**src/fmsp_map.svh**
```systemverilog
// Register offsets, field positions, reset values and timing counts of the serial port.
`ifndef FMSP_MAP_SVH
`define FMSP_MAP_SVH
`define FMSP_CTRL_ADDR   8'h98
`define FMSP_DATA_ADDR   8'h99
`define FMSP_AUX_ADDR    8'h9a
`define FMSP_BIT_MODE_HI 7
`define FMSP_BIT_MODE_LO 6
`define FMSP_BIT_MPF     5
`define FMSP_BIT_REN     4
`define FMSP_BIT_TB8     3
`define FMSP_BIT_RB8     2
`define FMSP_BIT_TI      1
`define FMSP_BIT_RI      0
`define FMSP_BIT_FAST    0
`define FMSP_CTRL_RESET  8'h00
`define FMSP_AUX_RESET   8'h00
`define FMSP_OVERSAMPLE  16
`define FMSP_MID_TICK    4'h7
`define FMSP_LAST_TICK   4'hf
`define FMSP_M0_DIV      12
`define FMSP_M0_LAST     4'(`FMSP_M0_DIV - 1)
`define FMSP_M0_RISE     4'(`FMSP_M0_DIV / 2)
`define FMSP_M2_SLOW     3'(64 / `FMSP_OVERSAMPLE)
`define FMSP_M2_FAST     3'(32 / `FMSP_OVERSAMPLE)
`endif

```
**src/fmsp_pkg.sv**
```systemverilog
// Types used by the serial port design.
package fmsp_pkg;
  typedef enum logic [1:0] {FMSP_MODE0, FMSP_MODE1, FMSP_MODE2, FMSP_MODE3} fmsp_mode_type;
  typedef enum logic {FMSP_TX_IDLE, FMSP_TX_BITS} fmsp_tx_state_type;
  typedef enum logic {FMSP_RX_IDLE, FMSP_RX_BITS} fmsp_rx_state_type;
  typedef enum logic [1:0] {FMSP_M0_IDLE, FMSP_M0_TX, FMSP_M0_RX} fmsp_m0_state_type;
endpackage

```
**src/fmsp_serial_port.sv**
```systemverilog
// Four-mode serial port with control, data and rate registers.
// Function
// - Transmit and receive run together in modes 1 to 3; a second byte may arrive before reading.
// - Data write loads transmitter; data read returns separate receive holding register.
// - Mode 0 shifts 8 bits LSB first on rxd, shift clock on txd.
// - Mode 1 frame: start 0, 8 data bits LSB first, stop 1.
// - Mode 1 without filtering stores received stop bit in rx_ninth_bit.
// - Mode 2 frame adds tx_ninth_bit; rate is clock/64 or clock/32.
// - Modes 2 and 3 store received ninth bit and ignore stop bit.
// - Mode 3 equals mode 2 but uses the variable baud tick.
// - Any data register write starts a transmission in modes 1 to 3; in mode 0 only while the shift engine is idle.
// - Mode 0 reception starts when rx_done_flag clear and receive enable set.
// - Modes 1 to 3 start receiving on a start bit while enabled.
// - With filtering in modes 2 and 3, ninth bit 0 sets no flag.
// - With filtering in mode 1, an invalid stop bit sets no flag.
// - Only software changes receive enable; while clear no reception begins.
// - tx_done_flag set after eighth mode 0 bit or at stop start.
// - rx_done_flag set after eighth mode 0 bit or mid stop bit.
// - Two mode bits select shift register, 8-bit, 9-bit fixed, 9-bit variable.
`timescale 1ns/1ps
`include "fmsp_map.svh"

module fmsp_serial_port (
  input  wire logic       clock,     // System clock, 100 MHz.
  input  wire logic       reset_n,   // Asynchronous reset, active low.
  input  wire logic [7:0] reg_addr,  // Register address.
  input  wire logic [7:0] reg_wdata, // Register write data.
  input  wire logic       reg_wr,    // Write strobe.
  input  wire logic       reg_rd,    // Read strobe.
  output logic      [7:0] reg_rdata, // Read data, valid the cycle after the strobe.
  input  wire logic       baud_tick, // Timer overflow, one pulse per sixteenth bit.
  input  wire logic       rxd_in,    // Level seen on the receive data pin.
  output logic            rxd_out,   // Mode 0 data driven onto the receive data pin.
  output logic            rxd_oe,    // High while the port drives the receive data pin.
  output logic            txd        // Serial output or mode 0 shift clock.
);

  fmsp_pkg::fmsp_mode_type     mode, next_mode;
  fmsp_pkg::fmsp_tx_state_type tx_state, next_tx_state;
  fmsp_pkg::fmsp_rx_state_type rx_state, next_rx_state;
  fmsp_pkg::fmsp_m0_state_type m0_state, next_m0_state;
  logic       mpf, ren, tb8, rb8, ti, ri, fast;
  logic       next_mpf, next_ren, next_tb8, next_rb8, next_ti, next_ri, next_fast;
  logic [7:0] rx_hold, next_rx_hold, next_rdata;
  logic [2:0] div_cnt, next_div_cnt;
  logic       tick;
  logic [10:0] tx_shift, next_tx_shift;
  logic [3:0] tx_cnt, next_tx_cnt, tx_left, next_tx_left;
  logic       tx_set_ti;
  logic [7:0] rx_shift, next_rx_shift;
  logic [3:0] rx_cnt, next_rx_cnt, rx_idx, next_rx_idx;
  logic       rx_ninth, next_rx_ninth, rx_prev, next_rx_prev;
  logic       rx_fin, rx_fin_bit;
  logic [3:0] m0_phase, next_m0_phase;
  logic [2:0] m0_bit, next_m0_bit;
  logic [7:0] m0_shift, next_m0_shift;
  logic       m0_tx_fin, m0_rx_fin;
  logic       next_txd, next_rxd_out, next_rxd_oe;
  logic       data_wr, ctrl_wr, async_mode, async_go;

  assign data_wr    = reg_wr && (reg_addr == `FMSP_DATA_ADDR);
  assign ctrl_wr    = reg_wr && (reg_addr == `FMSP_CTRL_ADDR);
  assign async_mode = (mode != fmsp_pkg::FMSP_MODE0);
  assign async_go   = data_wr && async_mode;

  // Sixteenth-bit tick: fixed divider in mode 2, timer overflow otherwise.
  // A data write restarts the divider so the start bit gets its full length.
  // A receive in flight may see one long tick interval then, well inside its margin.
  always_comb begin
    next_div_cnt = div_cnt + 3'h1;
    if (div_cnt >= ((fast ? `FMSP_M2_FAST : `FMSP_M2_SLOW) - 3'h1)) begin
      next_div_cnt = 3'h0;
    end
    if (async_go) begin
      next_div_cnt = 3'h0;
    end
  end

  assign tick = (mode == fmsp_pkg::FMSP_MODE2)
              ? (div_cnt >= ((fast ? `FMSP_M2_FAST : `FMSP_M2_SLOW) - 3'h1))
              : baud_tick;

  always_ff @(posedge clock or negedge reset_n) begin
    if (!reset_n) begin
      div_cnt <= 3'h0;
    end else begin
      div_cnt <= next_div_cnt;
    end
  end

  // Asynchronous transmitter; the frame is loaded LSB first with the start bit.
  always_comb begin
    next_tx_state = tx_state;
    next_tx_shift = tx_shift;
    next_tx_cnt   = tx_cnt;
    next_tx_left  = tx_left;
    tx_set_ti     = 1'b0;
    case (tx_state)
      fmsp_pkg::FMSP_TX_IDLE: begin
        next_tx_shift = 11'h7ff;
      end
      fmsp_pkg::FMSP_TX_BITS: begin
        if (tick) begin
          next_tx_cnt = tx_cnt + 4'h1;
          if (tx_cnt == `FMSP_LAST_TICK) begin
            next_tx_shift = {1'b1, tx_shift[10:1]};
            next_tx_left  = tx_left - 4'h1;
            tx_set_ti     = (tx_left == 4'h2);
            if (tx_left == 4'h1) begin
              next_tx_state = fmsp_pkg::FMSP_TX_IDLE;
            end
          end
        end
      end
      default: begin
        next_tx_state = fmsp_pkg::FMSP_TX_IDLE;
      end
    endcase
    if (async_go) begin
      next_tx_state = fmsp_pkg::FMSP_TX_BITS;
      next_tx_cnt   = 4'h0;
      if (mode == fmsp_pkg::FMSP_MODE1) begin
        next_tx_shift = {2'b11, reg_wdata, 1'b0};
        next_tx_left  = 4'd10;
      end else begin
        next_tx_shift = {1'b1, tb8, reg_wdata, 1'b0};
        next_tx_left  = 4'd11;
      end
    end
  end

  always_ff @(posedge clock or negedge reset_n) begin
    if (!reset_n) begin
      tx_state <= fmsp_pkg::FMSP_TX_IDLE;
      tx_shift <= 11'h7ff;
      tx_cnt   <= 4'h0;
      tx_left  <= 4'h0;
    end else begin
      tx_state <= next_tx_state;
      tx_shift <= next_tx_shift;
      tx_cnt   <= next_tx_cnt;
      tx_left  <= next_tx_left;
    end
  end

  // Asynchronous receiver, sampling each bit at its middle tick.
  always_comb begin
    next_rx_state = rx_state;
    next_rx_shift = rx_shift;
    next_rx_cnt   = rx_cnt;
    next_rx_idx   = rx_idx;
    next_rx_ninth = rx_ninth;
    next_rx_prev  = rxd_in;
    rx_fin        = 1'b0;
    rx_fin_bit    = 1'b0;
    case (rx_state)
      fmsp_pkg::FMSP_RX_IDLE: begin
        if (ren && async_mode && rx_prev && !rxd_in) begin
          next_rx_state = fmsp_pkg::FMSP_RX_BITS;
          next_rx_cnt   = 4'h0;
          next_rx_idx   = 4'h0;
        end
      end
      fmsp_pkg::FMSP_RX_BITS: begin
        if (tick) begin
          next_rx_cnt = rx_cnt + 4'h1;
          if (rx_cnt == `FMSP_MID_TICK) begin
            next_rx_idx = rx_idx + 4'h1;
            if (rx_idx == 4'h0) begin
              if (rxd_in) begin
                next_rx_state = fmsp_pkg::FMSP_RX_IDLE;
              end
            end else if (rx_idx <= 4'd8) begin
              next_rx_shift = {rxd_in, rx_shift[7:1]};
            end else if (rx_idx == 4'd9 && mode != fmsp_pkg::FMSP_MODE1) begin
              next_rx_ninth = rxd_in;
            end else begin
              rx_fin        = 1'b1;
              next_rx_state = fmsp_pkg::FMSP_RX_IDLE;
              // Mode 1 keeps the stop bit; modes 2 and 3 keep the ninth bit.
              rx_fin_bit = (mode == fmsp_pkg::FMSP_MODE1) ? rxd_in : rx_ninth;
            end
          end
        end
      end
      default: begin
        next_rx_state = fmsp_pkg::FMSP_RX_IDLE;
      end
    endcase
    if (!async_mode) begin
      next_rx_state = fmsp_pkg::FMSP_RX_IDLE;
    end
  end

  always_ff @(posedge clock or negedge reset_n) begin
    if (!reset_n) begin
      rx_state <= fmsp_pkg::FMSP_RX_IDLE;
      rx_shift <= 8'h00;
      rx_cnt   <= 4'h0;
      rx_idx   <= 4'h0;
      rx_ninth <= 1'b0;
      rx_prev  <= 1'b1;
    end else begin
      rx_state <= next_rx_state;
      rx_shift <= next_rx_shift;
      rx_cnt   <= next_rx_cnt;
      rx_idx   <= next_rx_idx;
      rx_ninth <= next_rx_ninth;
      rx_prev  <= next_rx_prev;
    end
  end

  // Mode 0 shift engine; one bit takes twelve clocks, clock low then high.
  always_comb begin
    next_m0_state = m0_state;
    next_m0_phase = m0_phase;
    next_m0_bit   = m0_bit;
    next_m0_shift = m0_shift;
    m0_tx_fin     = 1'b0;
    m0_rx_fin     = 1'b0;
    case (m0_state)
      fmsp_pkg::FMSP_M0_IDLE: begin
        if (!async_mode && data_wr) begin
          next_m0_state = fmsp_pkg::FMSP_M0_TX;
          next_m0_shift = reg_wdata;
          next_m0_phase = 4'h0;
          next_m0_bit   = 3'h0;
        end else if (!async_mode && ren && !ri) begin
          next_m0_state = fmsp_pkg::FMSP_M0_RX;
          next_m0_phase = 4'h0;
          next_m0_bit   = 3'h0;
        end
      end
      fmsp_pkg::FMSP_M0_TX, fmsp_pkg::FMSP_M0_RX: begin
        next_m0_phase = m0_phase + 4'h1;
        if (m0_state == fmsp_pkg::FMSP_M0_RX && m0_phase == `FMSP_M0_RISE) begin
          next_m0_shift = {rxd_in, m0_shift[7:1]};
        end
        if (m0_phase == `FMSP_M0_LAST) begin
          next_m0_phase = 4'h0;
          next_m0_bit   = m0_bit + 3'h1;
          if (m0_state == fmsp_pkg::FMSP_M0_TX) begin
            next_m0_shift = {1'b1, m0_shift[7:1]};
          end
          if (m0_bit == 3'h7) begin
            m0_tx_fin     = (m0_state == fmsp_pkg::FMSP_M0_TX);
            m0_rx_fin     = (m0_state == fmsp_pkg::FMSP_M0_RX);
            next_m0_state = fmsp_pkg::FMSP_M0_IDLE;
          end
        end
      end
      default: begin
        next_m0_state = fmsp_pkg::FMSP_M0_IDLE;
      end
    endcase
    if (async_mode) begin
      next_m0_state = fmsp_pkg::FMSP_M0_IDLE;
    end
  end

  always_ff @(posedge clock or negedge reset_n) begin
    if (!reset_n) begin
      m0_state <= fmsp_pkg::FMSP_M0_IDLE;
      m0_phase <= 4'h0;
      m0_bit   <= 3'h0;
      m0_shift <= 8'h00;
    end else begin
      m0_state <= next_m0_state;
      m0_phase <= next_m0_phase;
      m0_bit   <= next_m0_bit;
      m0_shift <= next_m0_shift;
    end
  end

  // Software registers; a hardware set wins over a software clear.
  always_comb begin
    next_mode    = mode;
    next_mpf     = mpf;
    next_ren     = ren;
    next_tb8     = tb8;
    next_rb8     = rb8;
    next_ti      = ti;
    next_ri      = ri;
    next_fast    = fast;
    next_rx_hold = rx_hold;
    next_rdata   = 8'h00;
    if (ctrl_wr) begin
      next_mode = fmsp_pkg::fmsp_mode_type'(reg_wdata[`FMSP_BIT_MODE_HI:`FMSP_BIT_MODE_LO]);
      next_mpf  = reg_wdata[`FMSP_BIT_MPF];
      next_ren  = reg_wdata[`FMSP_BIT_REN];
      next_tb8  = reg_wdata[`FMSP_BIT_TB8];
      next_rb8  = reg_wdata[`FMSP_BIT_RB8];
      next_ti   = reg_wdata[`FMSP_BIT_TI];
      next_ri   = reg_wdata[`FMSP_BIT_RI];
    end
    if (reg_wr && reg_addr == `FMSP_AUX_ADDR) begin
      next_fast = reg_wdata[`FMSP_BIT_FAST];
    end
    if (tx_set_ti || m0_tx_fin) begin
      next_ti = 1'b1;
    end
    // An unread byte blocks the load, so the newer character is dropped.
    if (rx_fin && !ri && (!mpf || rx_fin_bit)) begin
      next_rx_hold = rx_shift;
      next_rb8     = rx_fin_bit;
      next_ri      = 1'b1;
    end
    if (m0_rx_fin) begin
      next_rx_hold = next_m0_shift;
      next_ri      = 1'b1;
    end
    if (reg_rd) begin
      case (reg_addr)
        `FMSP_CTRL_ADDR: next_rdata = {mode, mpf, ren, tb8, rb8, ti, ri};
        `FMSP_DATA_ADDR: next_rdata = rx_hold;
        `FMSP_AUX_ADDR:  next_rdata = {7'h00, fast};
        default:         next_rdata = 8'h00;
      endcase
    end
  end

  always_ff @(posedge clock or negedge reset_n) begin
    if (!reset_n) begin
      mode      <= fmsp_pkg::fmsp_mode_type'(`FMSP_CTRL_RESET >> `FMSP_BIT_MODE_LO);
      mpf       <= 1'(`FMSP_CTRL_RESET >> `FMSP_BIT_MPF);
      ren       <= 1'(`FMSP_CTRL_RESET >> `FMSP_BIT_REN);
      tb8       <= 1'(`FMSP_CTRL_RESET >> `FMSP_BIT_TB8);
      rb8       <= 1'(`FMSP_CTRL_RESET >> `FMSP_BIT_RB8);
      ti        <= 1'(`FMSP_CTRL_RESET >> `FMSP_BIT_TI);
      ri        <= 1'(`FMSP_CTRL_RESET >> `FMSP_BIT_RI);
      fast      <= 1'(`FMSP_AUX_RESET >> `FMSP_BIT_FAST);
      rx_hold   <= 8'h00;
      reg_rdata <= 8'h00;
    end else begin
      mode      <= next_mode;
      mpf       <= next_mpf;
      ren       <= next_ren;
      tb8       <= next_tb8;
      rb8       <= next_rb8;
      ti        <= next_ti;
      ri        <= next_ri;
      fast      <= next_fast;
      rx_hold   <= next_rx_hold;
      reg_rdata <= next_rdata;
    end
  end

  // Pin drivers; in mode 0 txd carries the shift clock and rxd the data.
  always_comb begin
    next_txd     = tx_shift[0];
    next_rxd_out = 1'b1;
    next_rxd_oe  = 1'b0;
    if (!async_mode) begin
      next_txd = 1'b1;
      if (m0_state != fmsp_pkg::FMSP_M0_IDLE) begin
        // The registered phase keeps the first low half as long as the others.
        next_txd = (m0_phase >= `FMSP_M0_RISE);
      end
      if (m0_state == fmsp_pkg::FMSP_M0_TX) begin
        next_rxd_out = next_m0_shift[0];
        next_rxd_oe  = 1'b1;
      end
    end
  end

  always_ff @(posedge clock or negedge reset_n) begin
    if (!reset_n) begin
      txd     <= 1'b1;
      rxd_out <= 1'b1;
      rxd_oe  <= 1'b0;
    end else begin
      txd     <= next_txd;
      rxd_out <= next_rxd_out;
      rxd_oe  <= next_rxd_oe;
    end
  end

endmodule

```
**config.mk**
```make
export PLATFORM = sky130hd
export DESIGN_NAME = fmsp_serial_port
export DESIGN_NICKNAME = d
export VERILOG_FILES = /design/src/fmsp_pkg.sv /design/src/fmsp_serial_port.sv
export VERILOG_INCLUDE_DIRS = /design/src
export SDC_FILE = /design/constraint.sdc
export NUM_CORES = 1
export LEC_CHECK = 0
export BUFFER_PORTS_ARGS = -buffer_cell sky130_fd_sc_hd__clkbuf_2
export CAP_MARGIN = 5
export CORE_MARGIN = 2
export CORE_UTILIZATION = 40
export DETAILED_ROUTE_END_ITERATION = 8
export PLACE_DENSITY_LB_ADDON = 0.08
export SETUP_SLACK_MARGIN = 0.02
export SKIP_LAST_GASP = 1
export SYNTH_ARGS = -nofsm -noshare
export SYNTH_HDL_FRONTEND = slang
export SYNTH_SLANG_ARGS = --single-unit
export TNS_END_PERCENT = 50
```
**constraint.sdc**
```tcl
create_clock -name clock -period 2.1 [get_ports clock]
set_clock_uncertainty 0.2 [all_clocks]
set_input_delay 0.21 -clock clock [delete_from_list [all_inputs] [get_ports clock]]
set_output_delay 0.21 -clock clock [all_outputs]
set_load 0.01 [all_outputs]
```
After elaboration in Yosys (flattened, before gate mapping):

Index checks and enable logic that the tools add are counted.

* muxes and demuxes: 95
* divide/modulo/power cells: 0
* shifts and indexed selects: 0
* reductions and logical operators: 43
* equal/unequal tests: 26
* bitwise logic cells: 4
* magnitude comparators: 3
* $add $sub $neg: 8
* $mul: 0

Operators with widths (count)
* $mux W4: 14
* $mux W8: 7
* $mux W1: 50
* $mux W11: 3
* $eq A8 B8 Y1 const B: 3
* $pmux W4 S2: 3
* $pmux W8 S3: 1
* $pmux W11 S2: 1
* $mux W3: 6
* $reduce_bool A2 Y1: 9
* $add A4 B1 Y4 const B: 4
* $pmux W8 S2: 1
* $logic_and A1 B1 Y1: 14
* $eq A4 B4 Y1 const B: 3
* $reduce_and A3 Y1: 4
* $mux W10: 1
* $mux W2: 5
* $ne A3 B3 Y1 const B: 3
* $eq A4 B3 Y1 const B: 2
* $reduce_and A2 Y1: 4
* $add A3 B1 Y3 const B: 2
* $ne A2 B1 Y1 const B: 3
* $ne A3 B1 Y1 const B: 2
* $pmux W3 S2: 1
* 23 further kinds: 33

* memories kept: 0
* bits in latches: 0
* logic and storage cells: 207
* output and inout bits: 11
* bits in read-only memories: 0
* bits in registers: 87
* RAM bits: 0

Logic depth before layout (Yosys ltp):

* depth in word-level cells: 12
* mapped depth: 8
* depth with buffers taken out: 7

Worst setup path before layout:

No wires, ideal clock.

* path type: register to register
* from: register fast
* to: register rx_shift[1]
* arrival time: 1.950 ns
* cell stages (with the launch flop): 8
* period minus slack after synthesis: 2.275 ns
* setup time: 0.125 ns
* path buffers: 1
* required time: 1.775 ns
* path slack: -0.175 ns
* path through: dfrtp_1 > ha_1 > a211o_1 > mux2_4 > and3_1 > buf_4 > nand3_4 > mux2_2

* cells in the longest elaborated chain, start to end: 5

RTL lines
* start: declaration: line fmsp_serial_port.sv:42 `logic mpf, ren, tb8, rb8, ti, ri, fast;`
* start signal: assignment: line fmsp_serial_port.sv:331 `` fast <= 1'(`FMSP_AUX_RESET >> `FMSP_BIT_FAST); ``
* start signal: assignment: line fmsp_serial_port.sv:342 `fast <= next_fast;`
* $mux W3 (no source line)
* $sub A3 B1 Y3: line fmsp_serial_port.sv:80 `` ? (div_cnt >= ((fast ? `FMSP_M2_FAST : `FMSP_M2_SLOW) - 3'h1)) ``
* $ge A3 B3 Y1: line fmsp_serial_port.sv:80
* $mux W1: line fmsp_serial_port.sv:79 `assign tick = (mode == fmsp_pkg::FMSP_MODE2)`
* $reduce_and A5 Y1 (no source line)
* end signal: assignment: line fmsp_serial_port.sv:205 `rx_shift <= next_rx_shift;`
* end: declaration: line fmsp_serial_port.sv:50 `logic [7:0] rx_shift, next_rx_shift;`

No other way between the ends.
A chain may end at the register's enable or synchronous reset.

Final worst setup path:

* from: register fast
* to: register rx_hold[1]

* cells in the longest elaborated chain, start to end: 9
* elaborated cells between the ends (all ways): 12
* those cells by class: add/sub (1); order compare (1); mux (6); reduce/logical (4)

RTL lines
* $mux W3 (no source line) *
* $sub A3 B1 Y3 *: line fmsp_serial_port.sv:80
* $ge A3 B3 Y1 *: line fmsp_serial_port.sv:80
* $mux W1 *: line fmsp_serial_port.sv:79
* $mux W1: line fmsp_serial_port.sv:165 `if (tick) begin`
* $mux W1: line fmsp_serial_port.sv:156 `case (rx_state)`
* $logic_and A1 B1 Y1 or $logic_or A1 B1 Y1 (tied branches): line fmsp_serial_port.sv:303 `if (rx_fin && !ri && (!mpf || rx_fin_bit)) begin`
* $logic_and A1 B1 Y1 *: line fmsp_serial_port.sv:303
* $reduce_bool A2 Y1 (no source line) *
* end signal: assignment: line fmsp_serial_port.sv:343 `rx_hold <= next_rx_hold;`
* end: declaration: line fmsp_serial_port.sv:44 `logic [7:0] rx_hold, next_rx_hold, next_rdata;`

Mark *: on every way between the ends. The rest lies on a longest branch, timed or not.

==> flow_summary.yaml <==
global_route:
  overflow: 0
  antenna_found_initial: 0
  grt_pass1_vias: 3547
  grt_pass1_wl_um: 18220
  grt_usage: 0.1859
  grt_max_degree: 87
min_path:
  hold_end: "fast"
  min_path_type: "input pin to flip-flop"
  min_path_cells: 3
  min-delay-start: "reg_wr"
worst_setup_path:
  r2r_cells: 7
  critPathMaxFanout: 10
  cpPeakStageDelay_ps: 380
  cp_slowest_cell: "dfrtp_1"
  critPathKind: "flip-flop to flip-flop"
  critPathCaptureType: "flip-flop"
  cp_cell_sequence: "ha_1 > a211o_1 > mux2_4 > and3_4 > buf_4 > a41oi_2 > a2bb2oi_1"
  crit_family: "compound AO/OA/AOI/OAI gates"
  cp_num_buf_inv: 1
  reg2reg_to: "rx_hold[1]"
  r2r-start: "fast"
  arrival_ps: 2240
  start_kind: "flip-flop"
  cp.required_ps: 2130
  r2r_slack_ps: -110
floorplanning:
  rows: 39
  start_util: 0.4059
  ios: 33
  coreArea_um2: 11320
  die_x_um: 111.2
  die_area_um2: 12360
  die_h_um: 111.2
place:
  dpl-instance-area_um2: 5204
  placed_cells: 632
  place_congestion: 0.7880
  dp_hpwl_um: 7999
  port_buffers: 32
  dp_slack_ps: -113.3
clock_network:
  clockBufferDepth: 2
  cts_sinks: 86
  ctsRootBufferMaster: "clkbuf_16"
  cts_tree: "done"
  clkTransAtPathRegs_ps: 70
  clock_latency_ps: 340
  cts_made_buffers: 9
  htree_levels: 3
synth:
  ys_seq_elements: 86
  synth_area_leaders: "dfrtp_1 40%, dfstp_2 7.4%, mux2i_1 6.3%, ha_1 4.9%, mux2_2 3.4%"
  synth_edf_count: 0
  synth_cell_types: 61
  ys_seq_area_frac: 0.4718
  synth_nets: 477
  synth_top_cell_area_share: 0.3975
  syn_inst: 437
  synth_top_cell_by_area: "dfrtp_1"
  ys_warn_count: 0
  async_reset_ff_frac: 1.000
  synthesis.area_um2: 4596
  synth.avg_cell_area_um2: 10.52
  synth_ff_type: "dfrtp_1"
cells_and_area:
  fin_area_um2: 5719
  drive_gt1_frac: 0.2896
  final_core_utilization: 0.5052
  n_antenna_cell: 0
  final_cells: 661
  fin_nets: 553
  area_delta_synth_final_pct: 24.45
  num-fill-cells: 1044
timing:
  finalHoldViolCount: 0
  rsz0062_at_grt: "yes"
  hold_slack_ps: 20.62
  drv_slew: 0
  setup_slack_ps: -111.9
  slew_headroom: 0.6412
  finalCritPeriodShare: 1.053
  setup_viol: 22
  worstMarginPinSlew_ps: 534.1
  period_minus_slack_ps: 2212
  tns_ps: -1714
  fmax_mhz: 452.1
flow_run:
  maxCapViolations: 0
detailed_routing:
  first_pass_iters: 4
  remaining_drc_errors: 0
  drtAntennaViolNets: 0
  totalWireLength_um: 10980
  wl_per_cell_um: 16.61
  post_drt_via_cell_ratio: 5.352
  drtIter0Drc: 133
  vias: 3538
power:
  power_density_nw_per_um2: 716.1
  vdd_ir_drop_max_mv: 0.4196
  power_mw: 4.096
  p_leak_nw: 2.572
status:
  failed_checks: "negative setup slack"
  status: "complete, but fails checks"
## synth_stat cells (2+ instances only)
cell type / number
nand4b_1: 3
a21o_1: 2
buf_2: 7
nand3_1: 26
nand4_1: 12
nor2_2: 2
nor3_1: 7
nand2_1: 29
o21ai_1: 2
or2_2: 4
mux2_2: 14
and3_1: 5
inv_1: 14
o31ai_1: 8
o21ai_0: 10
mux2i_1: 29
and3b_1: 2
xnor2_1: 3
a31oi_1: 5
buf_4: 3
a221o_1: 6
a41oi_1: 8
dfstp_2: 13
nand3b_1: 2
nor2_1: 37
and2_1: 6
dfrtp_1: 73
a21boi_0: 2
mux2_1: 2
a2bb2oi_1: 7
ha_1: 18
a22oi_1: 2
nand2b_1: 4
or3_1: 2
nor2b_1: 11
xor2_1: 7
a21oi_1: 18
clkbuf_1: 9
## cells by family after synthesis
logic type,after synthesis,synth area share
multiplexers,46,0.1056
XOR/XNOR,10,0.01906
flip-flops,86,0.4718
adder cells (fa/ha/maj),18,0.04901
AO/OA/AOI/OAI,80,0.1282
AND/OR/NAND/NOR,162,0.1917
buffers and inverters,35,0.03457
## how the worst max path moves through the flow
stage,from,end,slack (ps),cells after the start
global route,fast,rx_hold[1],-200,7
detailed placement,fast,rx_shift[4],-110,6
global placement,fast,rx_shift[4],-100,6
CTS,fast,rx_shift[0],-120,6
finish,fast,rx_hold[1],-110,7
floorplan,fast,rx_shift[1],-160,7
## power breakdown
| part | internal (mW) | switching (mW) | total (mW) |
|---|---|---|---|
| Clock | 0.840 | 0.687 | 1.53 |
| Combinational | 0.327 | 0.333 | 0.660 |
| Sequential | 1.80 | 0.110 | 1.91 |
| Total | 2.97 | 1.13 | 4.10 |
## worst min-delay path: cells and delay by family
kind | cells | cell delay [ps]
mux | 1 | 150
buf+inv | 1 | 100
simple gates | 1 | 70
## per-layer routing
metal  up-vias  share of wire  track usage
met4         0          0.017      0.06667
met2        52           0.48       0.3061
met1      1746           0.47       0.2483
met5         -              0            0
li1       1727              -            -
met3        13          0.029      0.03062
## layout by cell type (no fill, tap or decap), drive strengths merged, types with 7 or more instances in the layout
| master | netlist | layout |
|---|---|---|
| dlygate4sd3 | 0 | 12 |
| nand4 | 13 | 13 |
| dfstp | 13 | 13 |
| ha | 18 | 18 |
| clkbuf | 9 | 41 |
| o21ai | 13 | 13 |
| mux2i | 29 | 29 |
| nor2b | 12 | 12 |
| xor2 | 7 | 7 |
| a21oi | 18 | 18 |
| o31ai | 10 | 10 |
| mux2 | 17 | 17 |
| nand2 | 29 | 29 |
| a2bb2oi | 7 | 7 |
| nand3 | 27 | 27 |
| inv | 14 | 15 |
| dfrtp | 73 | 73 |
| nor2 | 40 | 40 |
| and2 | 7 | 7 |
| buf | 12 | 43 |
| a41oi | 8 | 8 |
| nor3 | 7 | 7 |
## sequential cells by signal (all words and copies together), names as in the netlist, 8 cells and up
name and flops:
reg_rdata 8, rx_shift 8, m0_shift 8, rx_hold 8, tx_shift 10
## area by class of cell
type	instances	area [um^2]	share of cell area
Multi-Input combinational cell	316	2386	0.4172
Sequential cell	86	2168	0.3791
Timing Repair Buffer	86	648.1	0.1133
Clock buffer	10	239.0	0.04179
Tap cell	143	178.9	0.03128
Inverter	14	52.55	0.009188
Clock inverter	6	46.29	0.008095
## timing repair
action | CTS | global route
gates resized for setup | 10 | 9
endpoints found under the setup margin | 36 | 46
hold buffers | 12 | 0
pin swaps | 0 | 1
gates cloned | 0 | 0
endpoints found under the hold margin | 89 | 0
buffers inserted | 0 | 1
Power figures use the tool's default switching activity.
